### src/core/cbt_defines.svh
// constants for the can bit timing and timestamp timer block
`ifndef CBT_DEFINES_SVH
`define CBT_DEFINES_SVH
`define CBT_TIMER_W 16
`define CBT_TIMER_MAX 16'hffff
`define CBT_TIMER_RST 16'h0000
`define CBT_SYNC_TQ 4'h1
`define CBT_IPT_TQ 4'h2
`define CBT_SEG_W 4
`define CBT_BRP_W 6
`define CBT_SJW_W 2
`define CBT_OBJ_N 15
`define CBT_OBJ_W 4
`endif

### src/core/cbt_pkg.sv
// types for the can bit timing and timestamp timer block
package cbt_pkg;
    typedef enum logic [1:0] {
        CBT_SEG_SYNC = 2'b00,
        CBT_SEG_PROP = 2'b01,
        CBT_SEG_PH1 = 2'b10,
        CBT_SEG_PH2 = 2'b11
    } cbt_seg_t;
    typedef logic [15:0] cbt_stamp_t;
endpackage : cbt_pkg

### src/core/cbt_rx_sync.sv
// three-stage synchroniser for the can receive pin
`timescale 1ns/1ps
module cbt_rx_sync (
    input wire logic i_clk_sys,
    input wire logic i_sys_rst,
    input wire logic i_pin,
    output logic o_level
);
    logic s1;
    logic s2;
    logic s3;
    // a change counts only once stages two and three agree
    always_ff @(posedge i_clk_sys) begin
        if (i_sys_rst) begin
            s1 <= 1'b1;
            s2 <= 1'b1;
            s3 <= 1'b1;
            o_level <= 1'b1;
        end else begin
            s1 <= i_pin;
            s2 <= s1;
            s3 <= s2;
            if (s2 == s3) begin
                o_level <= s3;
            end
        end
    end
endmodule : cbt_rx_sync

### src/core/cbt_timer.sv
// free-running 16-bit can timer with wrap pulse
`timescale 1ns/1ps
`include "cbt_defines.svh"
module cbt_timer (
    input wire logic i_clk_sys,
    input wire logic i_sys_rst,
    input wire logic i_enable,
    input wire logic i_tick,
    output cbt_pkg::cbt_stamp_t o_count,
    output logic o_wrap
);
    import cbt_pkg::*;
    always_ff @(posedge i_clk_sys) begin
        if (i_sys_rst) begin
            o_count <= `CBT_TIMER_RST;
            o_wrap <= 1'b0;
        end else begin
            o_wrap <= 1'b0;
            if (i_enable && i_tick) begin
                o_count <= o_count + 16'h0001;
                o_wrap <= (o_count == `CBT_TIMER_MAX);
            end
        end
    end
endmodule : cbt_timer

### src/core/cbt_top.sv
// can bit segmentation, resynchronisation and timestamp capture
// Contract
// transmit bit level is driven at the start of the sync segment
// receivers expect bus edges to fall inside the sync segment
// a propagation segment follows sync to absorb bus and transceiver delay
// resync may lengthen phase segment one
// bus level is sampled at the end of phase segment one
// resync may shorten phase segment two
// phase two never longer than phase one, never below processing time; code keeps phase two at two quanta when phase one is shorter
// processing time starts at the sample point and lasts two quanta
// a late edge lengthens phase one, moving sample point and bit end
// a 16-bit timer readable as high and low bytes is the time base
// the timer counts only after the controller enable bit is set
// time-triggered mode captures timer at start or end of frame per select bit
// time-triggered mode sends each frame once, no retransmit after error
// stamp of the object that sent or received the frame takes the timer
// receive stamp is taken when the receive-success flag sets
// transmit stamp is taken when the transmit-success flag sets
// timer runs freely and wraps from all ones to zero
// each wrap raises an interrupt request when enabled
// time-triggered bit enables the mode, clear disables all its features
// sync is one quantum; order is sync, propagation, phase one, phase two
// each 16-bit capture stores high and low bytes from one count
`timescale 1ns/1ps
`include "cbt_defines.svh"
module cbt_top #(
    parameter int OBJ_N = `CBT_OBJ_N
) (
    input wire logic i_clk_sys,
    input wire logic i_sys_rst,
    input wire logic i_controller_enable_bit,
    input wire logic i_time_triggered_mode_bit,
    input wire logic i_trigger_capture_edge_select,
    input wire logic i_timer_wrap_irq_enable,
    input wire logic [`CBT_BRP_W-1:0] i_prescale,
    input wire logic [`CBT_SEG_W-1:0] i_prop_tq,
    input wire logic [`CBT_SEG_W-1:0] i_ph1_tq,
    input wire logic [`CBT_SEG_W-1:0] i_ph2_tq,
    input wire logic [`CBT_SJW_W-1:0] i_sjw_tq,
    input wire logic [7:0] i_timer_prescale,
    input wire logic i_rx_pin,
    input wire logic i_tx_bit,
    input wire logic i_tx_active,
    input wire logic i_hard_sync,
    input wire logic i_sof,
    input wire logic i_eof,
    input wire logic i_tx_error,
    input wire logic [`CBT_OBJ_W-1:0] i_obj_index,
    input wire logic i_receive_success_flag,
    input wire logic i_transmit_success_flag,
    input wire logic [`CBT_OBJ_W-1:0] i_stamp_sel,
    output logic o_tx_pin,
    output logic o_sample_strobe,
    output logic o_sample_bit,
    output logic o_bit_start,
    output logic o_ipt_busy,
    output logic o_retransmit_allowed,
    output logic [7:0] o_stamp_timer_high,
    output logic [7:0] o_stamp_timer_low,
    output logic [7:0] o_trigger_capture_high,
    output logic [7:0] o_trigger_capture_low,
    output logic [7:0] o_object_stamp_high,
    output logic [7:0] o_object_stamp_low,
    output logic o_timer_irq
);
    import cbt_pkg::*;

    localparam logic [`CBT_SEG_W:0] SYNC_TQ = {1'b0, `CBT_SYNC_TQ};
    localparam logic [`CBT_SEG_W-1:0] IPT_TQ = `CBT_IPT_TQ;

    cbt_seg_t seg;
    logic [`CBT_BRP_W-1:0] tq_div;
    logic tq_tick;
    logic [`CBT_SEG_W:0] tq_cnt;
    logic [`CBT_SEG_W:0] ph1_len;
    logic [`CBT_SEG_W:0] ph2_len;
    logic [`CBT_SEG_W-1:0] ph2_eff;
    logic [2:0] ipt_cnt;
    logic rx_level;
    logic rx_prev;
    logic rx_fall;
    logic [7:0] tim_div;
    logic tim_tick;
    cbt_stamp_t timer_count;
    logic timer_wrap;
    cbt_stamp_t stamp_mem [OBJ_N];

    cbt_rx_sync u_rx_sync (
        .i_clk_sys(i_clk_sys),
        .i_sys_rst(i_sys_rst),
        .i_pin(i_rx_pin),
        .o_level(rx_level)
    );

    // clamp a segment length to at least one quantum
    function automatic logic [`CBT_SEG_W:0] cbt_len(input logic [`CBT_SEG_W-1:0] v);
        cbt_len = (v == '0) ? {{`CBT_SEG_W{1'b0}}, 1'b1} : {1'b0, v};
    endfunction : cbt_len

    // phase two is capped at phase one, then raised to at least processing time
    always_comb begin
        if (i_ph2_tq > i_ph1_tq) begin
            ph2_eff = i_ph1_tq;
        end else begin
            ph2_eff = i_ph2_tq;
        end
        if (ph2_eff < IPT_TQ) begin
            ph2_eff = IPT_TQ;
        end
    end

    // time quantum enable from the prescaler
    always_ff @(posedge i_clk_sys) begin
        if (i_sys_rst || !i_controller_enable_bit) begin
            tq_div <= '0;
            tq_tick <= 1'b0;
        end else if (tq_div >= i_prescale) begin
            tq_div <= '0;
            tq_tick <= 1'b1;
        end else begin
            tq_div <= tq_div + 1'b1;
            tq_tick <= 1'b0;
        end
    end

    always_ff @(posedge i_clk_sys) begin
        if (i_sys_rst) begin
            rx_prev <= 1'b1;
        end else begin
            rx_prev <= rx_level;
        end
    end
    assign rx_fall = rx_prev && !rx_level;

    // segment sequencer; resync only on recessive-to-dominant edges
    always_ff @(posedge i_clk_sys) begin
        if (i_sys_rst || !i_controller_enable_bit) begin
            seg <= CBT_SEG_SYNC;
            tq_cnt <= '0;
            ph1_len <= '0;
            ph2_len <= '0;
        end else if (i_hard_sync && rx_fall) begin
            seg <= CBT_SEG_PROP;
            tq_cnt <= '0;
            // a hard sync skips the sync-to-prop step, so the lengths are loaded here
            ph1_len <= cbt_len(i_ph1_tq);
            ph2_len <= {1'b0, ph2_eff};
        end else begin
            if (rx_fall && !i_tx_active) begin
                if (seg == CBT_SEG_PROP || seg == CBT_SEG_PH1) begin
                    ph1_len <= cbt_len(i_ph1_tq) + {3'b000, i_sjw_tq};
                end else if (seg == CBT_SEG_PH2) begin
                    if (ph2_len > {3'b000, i_sjw_tq} + {1'b0, IPT_TQ}) begin
                        ph2_len <= ph2_len - {3'b000, i_sjw_tq};
                    end else begin
                        ph2_len <= {1'b0, IPT_TQ};
                    end
                end
            end
            if (tq_tick) begin
                tq_cnt <= tq_cnt + 1'b1;
                case (seg)
                    CBT_SEG_SYNC: begin
                        if (tq_cnt + 1'b1 >= SYNC_TQ) begin
                            seg <= CBT_SEG_PROP;
                            tq_cnt <= '0;
                            ph1_len <= cbt_len(i_ph1_tq);
                            ph2_len <= {1'b0, ph2_eff};
                        end
                    end
                    CBT_SEG_PROP: begin
                        if (tq_cnt + 1'b1 >= cbt_len(i_prop_tq)) begin
                            seg <= CBT_SEG_PH1;
                            tq_cnt <= '0;
                        end
                    end
                    CBT_SEG_PH1: begin
                        if (tq_cnt + 1'b1 >= ph1_len) begin
                            seg <= CBT_SEG_PH2;
                            tq_cnt <= '0;
                        end
                    end
                    CBT_SEG_PH2: begin
                        if (tq_cnt + 1'b1 >= ph2_len) begin
                            seg <= CBT_SEG_SYNC;
                            tq_cnt <= '0;
                        end
                    end
                    default: begin
                        seg <= CBT_SEG_SYNC;
                        tq_cnt <= '0;
                    end
                endcase
            end
        end
    end

    // sample point and transmit drive
    always_ff @(posedge i_clk_sys) begin
        if (i_sys_rst) begin
            o_sample_strobe <= 1'b0;
            o_sample_bit <= 1'b1;
            o_bit_start <= 1'b0;
            o_tx_pin <= 1'b1;
        end else begin
            o_sample_strobe <= 1'b0;
            o_bit_start <= 1'b0;
            if (tq_tick && seg == CBT_SEG_PH1 && tq_cnt + 1'b1 >= ph1_len) begin
                o_sample_strobe <= 1'b1;
                o_sample_bit <= rx_level;
            end
            if (tq_tick && seg == CBT_SEG_PH2 && tq_cnt + 1'b1 >= ph2_len) begin
                o_bit_start <= 1'b1;
                o_tx_pin <= i_tx_active ? i_tx_bit : 1'b1;
            end
        end
    end

    // processing window of two quanta after the sample point
    always_ff @(posedge i_clk_sys) begin
        if (i_sys_rst) begin
            ipt_cnt <= '0;
        end else if (o_sample_strobe) begin
            ipt_cnt <= {1'b0, IPT_TQ[1:0]};
        end else if (tq_tick && ipt_cnt != '0) begin
            ipt_cnt <= ipt_cnt - 1'b1;
        end
    end
    assign o_ipt_busy = (ipt_cnt != '0);

    // no retry in time-triggered mode
    always_ff @(posedge i_clk_sys) begin
        if (i_sys_rst) begin
            o_retransmit_allowed <= 1'b1;
        end else begin
            o_retransmit_allowed <= !i_time_triggered_mode_bit || !i_tx_error;
        end
    end

    // timer clock divider keeps the count off the bit-rate prescaler
    always_ff @(posedge i_clk_sys) begin
        if (i_sys_rst || !i_controller_enable_bit) begin
            tim_div <= '0;
            tim_tick <= 1'b0;
        end else if (tim_div >= i_timer_prescale) begin
            tim_div <= '0;
            tim_tick <= 1'b1;
        end else begin
            tim_div <= tim_div + 1'b1;
            tim_tick <= 1'b0;
        end
    end

    cbt_timer u_timer (
        .i_clk_sys(i_clk_sys),
        .i_sys_rst(i_sys_rst),
        .i_enable(i_controller_enable_bit),
        .i_tick(tim_tick),
        .o_count(timer_count),
        .o_wrap(timer_wrap)
    );

    assign o_stamp_timer_high = timer_count[15:8];
    assign o_stamp_timer_low = timer_count[7:0];

    always_ff @(posedge i_clk_sys) begin
        if (i_sys_rst) begin
            o_timer_irq <= 1'b0;
        end else begin
            o_timer_irq <= timer_wrap && i_timer_wrap_irq_enable;
        end
    end

    // trigger capture, both bytes from one sampled count
    always_ff @(posedge i_clk_sys) begin
        if (i_sys_rst) begin
            o_trigger_capture_high <= 8'h00;
            o_trigger_capture_low <= 8'h00;
        end else if (i_time_triggered_mode_bit &&
                     (i_trigger_capture_edge_select ? i_eof : i_sof)) begin
            {o_trigger_capture_high, o_trigger_capture_low} <= timer_count;
        end
    end

    // per-object stamps; success flags are one-cycle set pulses
    always_ff @(posedge i_clk_sys) begin
        if (i_sys_rst) begin
            for (int k = 0; k < OBJ_N; k++) begin
                stamp_mem[k] <= `CBT_TIMER_RST;
            end
        end else if ((i_receive_success_flag || i_transmit_success_flag)
                     && int'(i_obj_index) < OBJ_N) begin
            stamp_mem[i_obj_index] <= timer_count;
        end
    end

    always_ff @(posedge i_clk_sys) begin
        if (i_sys_rst) begin
            o_object_stamp_high <= 8'h00;
            o_object_stamp_low <= 8'h00;
        end else if (int'(i_stamp_sel) < OBJ_N) begin
            {o_object_stamp_high, o_object_stamp_low} <= stamp_mem[i_stamp_sel];
        end else begin
            o_object_stamp_high <= 8'h00;
            o_object_stamp_low <= 8'h00;
        end
    end
endmodule : cbt_top

### config.mk
export PLATFORM = sky130hd
export DESIGN_NAME = cbt_top
export DESIGN_NICKNAME = d
export VERILOG_FILES = /design/src/core/cbt_pkg.sv /design/src/core/cbt_rx_sync.sv /design/src/core/cbt_timer.sv /design/src/core/cbt_top.sv
export VERILOG_INCLUDE_DIRS = /design/src /design/src/core
export SDC_FILE = /design/constraint.sdc
export NUM_CORES = 1
export LEC_CHECK = 0
export BUFFER_PORTS_ARGS = -buffer_cell sky130_fd_sc_hd__buf_2
export CAP_MARGIN = 20
export CORE_MARGIN = 2
export CORE_UTILIZATION = 40
export CTS_CLUSTER_DIAMETER = 40
export DETAILED_ROUTE_END_ITERATION = 16
export SETUP_SLACK_MARGIN = 0.2
export SYNTH_ARGS = -nofsm -noshare
export SYNTH_HDL_FRONTEND = slang
export SYNTH_SLANG_ARGS = --single-unit
### constraint.sdc
create_clock -name i_clk_sys -period 3.5 [get_ports i_clk_sys]
set_input_delay 0.525 -clock i_clk_sys [delete_from_list [all_inputs] [get_ports i_clk_sys]]
set_output_delay 0.525 -clock i_clk_sys [all_outputs]
set_load 0.005 [all_outputs]
==> results.sh <==
export IMPL_outcome="finished clean"
export IMPL_crit_required_ns=3.98
export IMPL_clock_latency_ns=0.61
export IMPL_place_congestion=0.787
export IMPL_clock_power_share=0.513
export IMPL_mostFrequentLayoutCell="edfxtp_1"
export IMPL_layout_common_cells="edfxtp_1 (256), and2_1 (227), buf_2 (104), dfxtp_1 (96), mux4_2 (80)"
export IMPL_drv_slew=0
export IMPL_combPwrFrac=0.054
export IMPL_ir_drop_mv=0.466
export IMPL_firstDrtPassIters=5
export IMPL_p_per_area_nw_per_um2=552
export IMPL_via_per_inst=5.11
export IMPL_layout_min_cycle_time_ns=2.89
export IMPL_skew_ns=0.0552
export IMPL_coreArea_sq_um=40700
export IMPL_holdBufCountCts=0
export IMPL_multiInputGateArea_sq_um=6360
export IMPL_p_int_mw=8.31
export IMPL_routed_wl_mm=38.1
export IMPL_place_ws_ns=0.648
export IMPL_hold_viol=0
export IMPL_grt_pass1_vias=10400
export IMPL_cts_tree="yes"
export IMPL_yosys_warnings=0
export IMPL_port_buffers=105
export IMPL_netlist_instances=1245
export IMPL_ys_flop_type="edfxtp_1"
export IMPL_finalSetupViolCount=0
export IMPL_hold_slack_ns=0.121
export IMPL_hold_class="primary input to flop"
export IMPL_drv_cap=0
export IMPL_top_layer="met4"
export IMPL_wl_per_cell_um=19.5
export IMPL_first_iter_violations=706
export IMPL_htreeDepth=2
export IMPL_overflow=0
export IMPL_async_reset_ff_frac=0
export IMPL_avgSynthCellArea_sq_um=13.2
export IMPL_die_h_um=207
export IMPL_finalWorstSetupSlack_ns=0.609
export IMPL_met1Wirelength_mm=17.2
export IMPL_drive_above_1_share=0.243
export IMPL_fmax_ghz=0.346
export IMPL_fillers=3608
export IMPL_final_setup_tns_ns=0
export IMPL_antenna_found_initial=3
export IMPL_worst_pin_slew_ns=0.814
export IMPL_rsz0062_at_grt="false"
export IMPL_synth_edf_count=256
export IMPL_postRouteAntennaNets=0
export IMPL_sw_frac_of_total=0.231
export IMPL_cts_resized=0
export IMPL_grt_pass1_wl_mm=60.1
export IMPL_start_util=0.404
export IMPL_num_rows=74
export IMPL_cts_clk_slew_worst_paths_ns=0.05
export IMPL_route_met2_wl_mm=18.0
export IMPL_track_usage=0.186
export IMPL_place_hpwl_mm=25.3
export IMPL_cts_buffers=55
export IMPL_regArea_sq_um=9610
export IMPL_arrival_ns=3.37
export IMPL_cts_setup_buffers=0
export IMPL_clk_path_buf_depth=3
export IMPL_syn2layout_area_growth_pct=18.9
export IMPL_slew_headroom=0.457
export IMPL_start_kind="flop"
export IMPL_synth_area_leaders="edfxtp_1 (47%), dfxtp_1 (12%), mux4_2 (11%)"
export IMPL_floorplan_io_pins=106
export IMPL_num_vias=9979
export IMPL_worstSetupPathType="flop to flop"
export IMPL_die_area_sq_um=42800
export IMPL_seqPwrFrac=0.434
export IMPL_seq_area_frac_synth=0.584
export IMPL_wl_met3_mm=2.17
export IMPL_drc=0
export IMPL_timing_critical_path_fanout_max=8
export IMPL_syn_area_sq_um=16400
export IMPL_fin_crit_sh=0.826
export IMPL_ys_types=67
export IMPL_root_buffer="clkbuf_16"
export IMPL_cts_sinks=352
export IMPL_grt_max_degree=66
export IMPL_synth_top_cell_area_share=0.467
export IMPL_yosysTopAreaCell="edfxtp_1"
export IMPL_finalNetCount=1471
export IMPL_power_leakage_nw=7.55
export IMPL_crit_path_end_kind="flop"
export IMPL_synth_seq_cells=352
export IMPL_die_w_um=207
export IMPL_switchingPower_mw=2.49
-- cell usage after synthesis, drive strengths merged (6+ instances only) --
| master | n |
|---|---|
| nand2b | 15 |
| a21o | 9 |
| nand3 | 26 |
| nand2 | 37 |
| nor2 | 75 |
| edfxtp | 256 |
| mux2i | 20 |
| a31oi | 6 |
| inv | 49 |
| xor2 | 18 |
| nor2b | 19 |
| or2 | 22 |
| o21ai | 18 |
| ha | 47 |
| buf | 17 |
| nor3 | 22 |
| dfxtp | 96 |
| a21oi | 28 |
| mux4 | 80 |
| xnor2 | 12 |
| clkbuf | 67 |
| nand4 | 6 |
| and2 | 227 |
-- power by group through the flow --
stage               Combinational [mW]  Clock [mW]  Sequential (mW)
finish                           0.579        5.54             4.68
global route                     0.630        5.82             4.70
CTS                              0.588        5.64             4.69
detailed placement               0.587           0             4.77
global placement                 0.581           0             4.77
floorplan                        0.382           0             4.75
-- final cells by class --
| cell class | count | share of cell area |
|---|---|---|
| diodes | 3 | 0.000384 |
| inverters | 50 | 0.00959 |
| clock inverters | 42 | 0.0258 |
| repair buffers | 138 | 0.0422 |
| well taps | 532 | 0.0340 |
| flip-flops and latches | 352 | 0.491 |
| clock buffers | 62 | 0.0717 |
| multi-input cells | 774 | 0.325 |
-- critical path, cell delays in order (launching register included) --
cell      delay [ns]
dfxtp_1         0.48
ha_1            0.29
nand3_1         0.16
xnor2_1         0.50
ha_1            0.23
inv_1           0.04
o31ai_1         0.32
o211ai_2        0.26
nor4_1          0.29
and3b_1         0.20
-- kinds of logic (layout without fill, tap and decap cells) --
kind of cell	count (synthesis)	count (layout)	synth area share
AOI/OAI and AO/OA	101	101	0.0420
and+or+nand+nor	475	475	0.163
xor gates and xnor gates	30	30	0.0160
adders and majority gates	51	51	0.0395
buffers and inverters	134	292	0.0325
DFF	352	352	0.584
other	1	19	0.000228
muxes	101	101	0.122
-- stage by stage --
step / power (mW) / util / cells / area, sq um
after floorplan: 5.13 / - / 1260 / 16500
after global placement: 5.35 / 0.433 / 1846 / 17700
after detailed placement: 5.36 / 0.433 / 1846 / 17700
after CTS: 10.9 / 0.480 / 1950 / 19600
after global routing: 11.2 / 0.480 / 1952 / 19600
final: 10.8 / 0.480 / 1953 / 19600
-- per-layer routing --
metal,GRT usage,vias to the layer above
met3,0.0400,45
met4,0.0524,0
met2,0.301,256
li1,-,4740
met5,0,-
met1,0.254,4938
-- flip-flops by register name, summed over array words and instances, names as in the netlist, 2 cells and up --
| register | cells |
|---|---|
| stamp_mem | 256 |
| u_timer.o_count | 16 |
| o_object_stamp_high | 8 |
| o_object_stamp_low | 8 |
| o_trigger_capture_high | 8 |
| o_trigger_capture_low | 8 |
| tim_div | 8 |
| tq_div | 6 |
| ph1_len | 5 |
| ph2_len | 5 |
| tq_cnt | 5 |
| ipt_cnt | 3 |
| seg | 2 |
-- final timing paths --
| path | startpoint | end | slack [ns] | cells past startpoint |
|---|---|---|---|---|
| worst max register to register | tq_cnt[0] | seg[0] | 0.61 | 9 |
| worst min register to register | u_rx_sync.s1 | u_rx_sync.s2 | 0.42 | 1 |
| worst min-delay path | i_rx_pin | u_rx_sync.s1 | 0.12 | 2 |
| worst max-delay path | tq_cnt[0] | seg[0] | 0.61 | 9 |
No activity file was read; power rests on OpenSTA's default activity.
